## src/core/fast_pcs_pkg.sv

```systemverilog
// constants and carriers for the fast pcs configuration and status register
package fast_pcs_pkg;

	// register placement: index as printed, byte address four times it
	localparam logic [7:0]  PCS_CFG_INDEX = 8'h16;
	localparam logic [7:0]  PCS_CFG_ADDR  = 8'h58;
	localparam int          ADDR_WIDTH    = 8;
	localparam int          DATA_WIDTH    = 32;

	// field positions
	localparam int          BIT_QUIET     = 10;
	localparam int          BIT_SD_FORCE  = 9;
	localparam int          BIT_SD_ALGO   = 8;
	localparam int          BIT_DESCRAMBLER_TIMEOUT_SELECT = 7;
	localparam int          BIT_FORCE_OK  = 5;
	localparam int          BIT_BYPASS    = 2;

	// writable bits and reset value of the 16-bit register
	localparam logic [15:0] PCS_CFG_MASK  = 16'h0_7A4;
	localparam logic [15:0] PCS_CFG_RESET = 16'h0_100;

	// descrambler timeouts and clock period
	localparam int          CLK_PERIOD_NS  = 100;
	localparam int          DESC_SHORT_NS  = 722000;
	localparam int          DESC_LONG_NS   = 2000000;
	localparam int          DESC_SHORT_CYC = DESC_SHORT_NS / CLK_PERIOD_NS;
	localparam int          DESC_LONG_CYC  = DESC_LONG_NS / CLK_PERIOD_NS;
	localparam int          TIMEOUT_WIDTH  = 15;

	// control fields that steer the 100 Mb/s path
	typedef struct packed {
		logic quiet_transmit_enable;
		logic signal_detect_force;
		logic signal_detect_algorithm_select;
		logic descrambler_timeout_select;
		logic force_good_link;
		logic nrzi_bypass;
	} pcs_ctrl_s;

	// wishbone request from the master
	typedef struct packed {
		logic                  cyc;
		logic                  stb;
		logic                  we;
		logic [3:0]            sel;
		logic [ADDR_WIDTH-1:0] adr;
		logic [DATA_WIDTH-1:0] dat;
	} wb_req_s;

endpackage

```

## src/core/fast_pcs_config_status_reg.sv

```systemverilog
// fast pcs configuration and status register with a wishbone slave
//
// Function
// - bits 15 to 13 always read as zero and writes to them are dropped.
// - bit 10 resets to zero, is read-write and turns on quiet transmit mode.
// - bit 9 resets to zero, is read-write and forces signal detect.
// - bit 8 resets to one, is read-write and picks the enhanced detect algorithm.
// - bit 7 resets to zero, is read-write and stretches the descrambler timeout to 2 ms.
// - bit 5 resets to zero, is read-write and forces a good 100 Mb/s link.
// - bit 2 resets to zero, is read-write and bypasses NRZI coding.
//
// Added by the designer: the Wishbone slave port.
`timescale 1ns/1ns
module fast_pcs_config_status_reg
	import fast_pcs_pkg::*;
#(
	parameter int SHORT_CYCLES = DESC_SHORT_CYC,
	parameter int LONG_CYCLES  = DESC_LONG_CYC
) (
	// clock and reset
	input  wire logic                     clk_i,
	input  wire logic                     rst_i,
	// wishbone slave
	input  wire wb_req_s                  wb_req_i,
	output logic                          ack_o,
	output logic     [DATA_WIDTH-1:0]     dat_o,
	// controls to the 100 Mb/s path
	output pcs_ctrl_s                     ctrl_o,
	output logic     [TIMEOUT_WIDTH-1:0]  desc_timeout_cycles_o
);

	typedef struct packed {
		logic                     ack;
		logic [DATA_WIDTH-1:0]    dat;
		logic [15:0]              cfg;
		logic [TIMEOUT_WIDTH-1:0] timeout;
	} state_s;

	state_s state;
	state_s next_state;
	logic   hit;
	logic   wr_now;

	// address decode used for read and write
	function automatic logic addr_hit(input logic [ADDR_WIDTH-1:0] adr);
		return adr == PCS_CFG_ADDR;
	endfunction

	// bus decode: write lands on the edge where ack is seen high
	assign hit    = addr_hit(wb_req_i.adr);
	assign wr_now = wb_req_i.cyc && wb_req_i.stb && wb_req_i.we && state.ack && hit;

	// next state
	always_comb begin
		next_state     = state;
		next_state.ack = wb_req_i.cyc && wb_req_i.stb && !state.ack;
		next_state.dat = '0;
		// reserved top bits read zero
		// data is loaded only for the answer cycle, so dat_o idles at zero
		if (hit && wb_req_i.cyc && wb_req_i.stb && !state.ack)
			next_state.dat = {16'h0_000, state.cfg & PCS_CFG_MASK};
		if (wr_now) begin
			// writable fields only, per byte lane
			if (wb_req_i.sel[0])
				next_state.cfg[7:0] = wb_req_i.dat[7:0] & PCS_CFG_MASK[7:0];
			if (wb_req_i.sel[1])
				next_state.cfg[15:8] = wb_req_i.dat[15:8] & PCS_CFG_MASK[15:8];
		end
		// timeout length follows the select bit
		next_state.timeout = state.cfg[BIT_DESCRAMBLER_TIMEOUT_SELECT] ? TIMEOUT_WIDTH'(LONG_CYCLES)
			: TIMEOUT_WIDTH'(SHORT_CYCLES);
		if (rst_i) begin
			next_state.ack     = 1'b0;
			next_state.dat     = '0;
			next_state.cfg     = PCS_CFG_RESET;
			next_state.timeout = TIMEOUT_WIDTH'(SHORT_CYCLES);
		end
	end

	// state register
	always_ff @(posedge clk_i) begin
		state <= next_state;
	end

	// outputs straight from state flops
	assign ack_o                 = state.ack;
	assign dat_o                 = state.dat;
	assign desc_timeout_cycles_o = state.timeout;
	assign ctrl_o.quiet_transmit_enable          = state.cfg[BIT_QUIET];
	assign ctrl_o.signal_detect_force            = state.cfg[BIT_SD_FORCE];
	assign ctrl_o.signal_detect_algorithm_select = state.cfg[BIT_SD_ALGO];
	assign ctrl_o.descrambler_timeout_select     = state.cfg[BIT_DESCRAMBLER_TIMEOUT_SELECT];
	assign ctrl_o.force_good_link                = state.cfg[BIT_FORCE_OK];
	assign ctrl_o.nrzi_bypass                    = state.cfg[BIT_BYPASS];

	// read data never shows reserved top bits
	reserved_zero_a: assert property (
		@(posedge clk_i) disable iff (rst_i) dat_o[31:13] == '0)
		else $error("reserved bits read nonzero");

	quiet_write_a: assert property (
		@(posedge clk_i) disable iff (rst_i) wr_now && wb_req_i.sel[1]
		|=> ctrl_o.quiet_transmit_enable == $past(wb_req_i.dat[BIT_QUIET]))
		else $error("quiet enable not written");

	sd_force_hold_a: assert property (
		@(posedge clk_i) disable iff (rst_i) !wr_now
		|=> $stable(ctrl_o.signal_detect_force))
		else $error("signal detect force changed without write");

	algo_reset_a: assert property (
		@(posedge clk_i) $fell(rst_i) |-> ctrl_o.signal_detect_algorithm_select
		&& !ctrl_o.quiet_transmit_enable && !ctrl_o.nrzi_bypass)
		else $error("wrong reset value");

	timeout_len_a: assert property (
		@(posedge clk_i) disable iff (rst_i) ctrl_o.descrambler_timeout_select [*2]
		|-> desc_timeout_cycles_o == TIMEOUT_WIDTH'(LONG_CYCLES))
		else $error("timeout length wrong");

	force_link_a: assert property (
		@(posedge clk_i) disable iff (rst_i) wr_now && wb_req_i.sel[0]
		|=> ctrl_o.force_good_link == $past(wb_req_i.dat[BIT_FORCE_OK]))
		else $error("force link not written");

	bypass_read_a: assert property (
		@(posedge clk_i) disable iff (rst_i) ack_o && hit && !$past(rst_i)
		|-> dat_o[BIT_BYPASS] == $past(ctrl_o.nrzi_bypass))
		else $error("bypass readback wrong");

	ack_pulse_a: assert property (
		@(posedge clk_i) disable iff (rst_i) ack_o |=> !ack_o)
		else $error("ack longer than one cycle");

	// every new request is answered on the following edge
	ack_timing_a: assert property (
		@(posedge clk_i) disable iff (rst_i) wb_req_i.cyc && wb_req_i.stb && !ack_o
		|=> ack_o)
		else $error("ack not given one cycle after request");

	// read data is zero outside the answer cycle
	idle_data_a: assert property (
		@(posedge clk_i) disable iff (rst_i) !ack_o |-> dat_o == '0)
		else $error("read data not zero while idle");

	// an unmapped address always reads back zero
	unmapped_read_a: assert property (
		@(posedge clk_i) disable iff (rst_i) ack_o && !hit |-> dat_o == '0)
		else $error("unmapped read not zero");

	// reserved positions are never stored
	reserved_store_a: assert property (
		@(posedge clk_i) disable iff (rst_i) (state.cfg & ~PCS_CFG_MASK) == 16'h0000)
		else $error("reserved bit stored");

	// quiet enable reads back what is stored
	quiet_read_a: assert property (
		@(posedge clk_i) disable iff (rst_i) ack_o && hit && !$past(rst_i)
		|-> dat_o[BIT_QUIET] == $past(ctrl_o.quiet_transmit_enable))
		else $error("quiet enable readback wrong");

	// quiet enable only moves on a write
	quiet_hold_a: assert property (
		@(posedge clk_i) disable iff (rst_i) !wr_now
		|=> $stable(ctrl_o.quiet_transmit_enable))
		else $error("quiet enable changed without write");

	// signal detect force takes the written bit
	sd_force_write_a: assert property (
		@(posedge clk_i) disable iff (rst_i) wr_now && wb_req_i.sel[1]
		|=> ctrl_o.signal_detect_force == $past(wb_req_i.dat[BIT_SD_FORCE]))
		else $error("signal detect force not written");

	// algorithm select takes the written bit
	algo_write_a: assert property (
		@(posedge clk_i) disable iff (rst_i) wr_now && wb_req_i.sel[1]
		|=> ctrl_o.signal_detect_algorithm_select == $past(wb_req_i.dat[BIT_SD_ALGO]))
		else $error("algorithm select not written");

	// algorithm select only moves on a write
	algo_hold_a: assert property (
		@(posedge clk_i) disable iff (rst_i) !wr_now
		|=> $stable(ctrl_o.signal_detect_algorithm_select))
		else $error("algorithm select changed without write");

	// timeout select takes the written bit
	desc_write_a: assert property (
		@(posedge clk_i) disable iff (rst_i) wr_now && wb_req_i.sel[0]
		|=> ctrl_o.descrambler_timeout_select == $past(wb_req_i.dat[BIT_DESCRAMBLER_TIMEOUT_SELECT]))
		else $error("timeout select not written");

	// timeout select only moves on a write
	desc_hold_a: assert property (
		@(posedge clk_i) disable iff (rst_i) !wr_now
		|=> $stable(ctrl_o.descrambler_timeout_select))
		else $error("timeout select changed without write");

	// a clear select gives the short timeout
	timeout_short_a: assert property (
		@(posedge clk_i) disable iff (rst_i) (!ctrl_o.descrambler_timeout_select) [*2]
		|-> desc_timeout_cycles_o == TIMEOUT_WIDTH'(SHORT_CYCLES))
		else $error("short timeout length wrong");

	// forced link only moves on a write
	link_hold_a: assert property (
		@(posedge clk_i) disable iff (rst_i) !wr_now
		|=> $stable(ctrl_o.force_good_link))
		else $error("force link changed without write");

	// coding bypass takes the written bit
	bypass_write_a: assert property (
		@(posedge clk_i) disable iff (rst_i) wr_now && wb_req_i.sel[0]
		|=> ctrl_o.nrzi_bypass == $past(wb_req_i.dat[BIT_BYPASS]))
		else $error("bypass not written");

	// coding bypass only moves on a write
	bypass_hold_a: assert property (
		@(posedge clk_i) disable iff (rst_i) !wr_now
		|=> $stable(ctrl_o.nrzi_bypass))
		else $error("bypass changed without write");

	// force signal detect reads back what is stored
	sd_force_read_a: assert property (
		@(posedge clk_i) disable iff (rst_i) ack_o && hit && !$past(rst_i)
		|-> dat_o[BIT_SD_FORCE] == $past(ctrl_o.signal_detect_force))
		else $error("signal detect force readback wrong");

endmodule

```

## config.mk

```make
export PLATFORM = sky130hd
export DESIGN_NAME = fast_pcs_config_status_reg
export DESIGN_NICKNAME = d
export VERILOG_FILES = /design/src/core/fast_pcs_pkg.sv /design/src/core/fast_pcs_config_status_reg.sv
export SDC_FILE = /design/constraint.sdc
export NUM_CORES = 1
export LEC_CHECK = 0
export BUFFER_PORTS_ARGS = -buffer_cell sky130_fd_sc_hd__buf_2
export CAP_MARGIN = 10
export CORE_MARGIN = 2
export CORE_UTILIZATION = 33
export DETAILED_ROUTE_END_ITERATION = 6
export PLACE_DENSITY = 0.8
export SYNTH_ARGS = -nofsm -noshare
export SYNTH_HDL_FRONTEND = slang
export SYNTH_SLANG_ARGS = --single-unit
```

## constraint.sdc

```tcl
create_clock -name clk_i -period 1.8 [get_ports clk_i]
set_clock_uncertainty 0.15 [all_clocks]
set_input_delay 0.36 -clock clk_i [delete_from_list [all_inputs] [get_ports clk_i]]
set_output_delay 0.36 -clock clk_i [all_outputs]
set_load 0.05 [all_outputs]
```

==> impl_metrics.toml <==
[synthesis]
ys_types = 16
synthSimpleGateAreaFrac = 0.2319
syn-cell-area_um2 = 879.6
avgSynthCellArea_um2 = 9.666
synth-seq-cells = 15
ys_seq_area_frac = 0.3414
synthAdderAreaFrac = 0
syn_inst = 91
synth_xor_area_frac = 0
synth_top_family_by_area = "buffers and inverters"
ys_warn_count = 0
synth-compound-area-share = 0
synth_area_leaders = "dfxtp_1, buf_4, mux2i_1"
muxShareOfSynthArea = 0.06828
yosys.area.top_type = "dfxtp_1"
synth_top_area_frac = 0.3414

[routing]
via_count = 582
vias_per_cell = 3.684
routed_wl_um = 1250
drcViolationCount = 0
drt_iter0_drc = 6
wire_per_inst_um = 7.911
ant_nets = 0
firstDrtPassIters = 4

[clock_network]
cts_resized = 0
cts_tree = "built"
cts-buffers-inserted = 3
clkLatencyLatePin_ns = 0.27
clkTransAtPathRegs_ns = 0.09
cts_hold_buf = 0
ctsRootBufferMaster = "clkbuf_4"
clockBufferDepth = 2
cts_setup_buffers = 0
h-tree-depth = 1
clock_sinks = 15

[worst_setup_path]
cpMaxStageDelayCell = "or4b_4"
path_class = "primary input to flop"
crit_chain = "buf_2 -> or4b_4 -> nor4_4 -> mux2i_1"
crit_arrival_ns = 1.64
end_kind = "flop"
cpPeakStageDelay_ns = 0.58
crit_fanout = 3
cp.required_ns = 1.86
cp.depth = 4
crit_family = "simple AND/OR/NAND/NOR gates"
startpoint = "wb_req_i[33]"
cp_num_buf_inv = 1
startpoint_type = "primary input"
r2r_start = "ack_o$_SDFF_PP0_"
r2r_cells = 3

[placed_design]
dp_hpwl_um = 1101
routabilityCongestion = 0.6920
port_buffers = 38

[power]
vdd_drop_max_mv = 0.4472
clock_power_share = 0.250
p_int_uw = 438.8
p_sw_frac = 0.3909
p_leak_uw = 0.0005129
share_comb_of_total_power = 0.287
powerDensity_nw_per_um2 = 740.0
power_frac_seq = 0.462
total_power_uw = 720.4
p_sw_uw = 281.6

[floorplan]
die-area_um2 = 3094
start_util = 0.3519
rows = 18
die-width_um = 55.63
io_pins = 103
core_um2 = 2500
die_height_um = 55.63

[grt]
grt_pass1_wl_um = 1890
grt_usage = 0.07662
grt_max_degree = 14
first_global_vias = 484
grt_antenna_before_repair = 0
gr-total-overflow = 0

[sta]
drv_slew = 0
fmax_mhz = 630.4
rsz0062_at_grt = "false"
period_share = 0.8812
fin_setup_tns_ns = 0
setup_viol = 0
final_hold_viol_count = 0
period_needed_ns = 1.586

[min_path]
hp-class = "primary input to flop"
min_from = "wb_req_i[8]"
hold_depth = 3

[finish]
drive_gt1_frac = 0.3672
layout.nets = 178
fin_util = 0.3894
diodes = 0
area_delta_synth_final_pct = 10.67
nFillCells = 259

[run]
max_cap_violations = 0

[outcome]
outcome = "completed"
## synthesized netlist by cell type, drive strengths merged
master   number
nor4bb        1
inv           3
dfxtp        15
nor4          2
buf          39
nand2b        9
nand4bb       1
mux2i         6
clkbuf        1
nand4         1
nor2b         1
or4b          1
nor2          2
conb          2
nor3b         1
and2          6
## layout make-up
type / count / area [um2] / share of cell area
Clock buffer: 3 / 22.52 / 0.02314
Clock inverter: 1 / 5.005 / 0.005141
Inverter: 3 / 11.26 / 0.01157
Multi-Input combinational cell: 67 / 399.1 / 0.4100
Sequential cell: 15 / 300.3 / 0.3085
Tap cell: 30 / 37.54 / 0.03856
Timing Repair Buffer: 39 / 197.7 / 0.2031
## sequential cells by signal (all words and copies together) (netlist names)
| name | cells |
|---|---|
| ack_o | 1 |
| desc_timeout_cycles_o | 2 |
| ctrl_o | 6 |
| dat_o | 6 |
## power groups by stage
| stage | logic, uW | registers [uW] | clock network (uW) |
|---|---|---|---|
| after detailed placement | 206 | 341 | 0 |
| final | 207 | 333 | 180 |
| after global routing | 215 | 333 | 200 |
| after global placement | 205 | 341 | 0 |
| after floorplan | 240 | 344 | 0 |
| after CTS | 206 | 333 | 187 |
## layer usage
layer / vias to the layer above / global-route usage / wire, um
met4: 0 / 0.03136 / 0
li1: 287 / - / -
met2: 40 / 0.1548 / 686
met3: 0 / 0.02791 / 166
met5: - / 0 / 0
met1: 255 / 0.06562 / 397
## worst paths after layout
check / to / slack [ns]
worst min-delay path: ctrl_o[3]$_SDFFE_PP1P_ / 0.19
worst min register to register: ack_o$_SDFF_PP0_ / 0.32
worst max-delay path: ctrl_o[0]$_SDFFE_PP0P_ / 0.21
worst max register to register: dat_o[5]$_SDFF_PP0_ / 0.43
## logic make-up (layout without fill, tap and decap cells)
family / after synthesis / count (layout)
buffers and inverters: 43 / 46
DFF: 15 / 15
muxes: 6 / 6
other: 2 / 36
and+or+nand+nor: 25 / 25
## per-stage QoR
step	hold slack, ns	area, um2	cells	worst slack (ns)
after floorplan	0.2931	1007	125	0.09155
after global placement	0.3003	945.9	154	-0.06157
after detailed placement	0.3020	945.9	154	-0.1078
after CTS	0.1823	973.4	158	0.1931
after global routing	0.1881	973.4	158	0.1329
final	0.1888	973.4	158	0.2138
## worst register-to-register path, delay by kind of cell (launching register included)
family / cells / cell delay [ns]
simple gates: 3 / 0.84
flops: 1 / 0.33
## cells in the final DEF (no fill, tap or decap)
cell type  count
or4b_4         1
nor4bb_1       1
clkbuf_4       3
nor4_4         2
nor3b_2        1
mux2i_1        6
nand4bb_1      1
clkinv_2       1
buf_4          1
buf_2         38
dfxtp_1       15
conb_1        36
inv_1          3
and2_1         6
nor2_1         2
nand4_1        1
nor2b_1        1
nand2b_1       9
No activity file was read; power rests on OpenSTA's default activity.
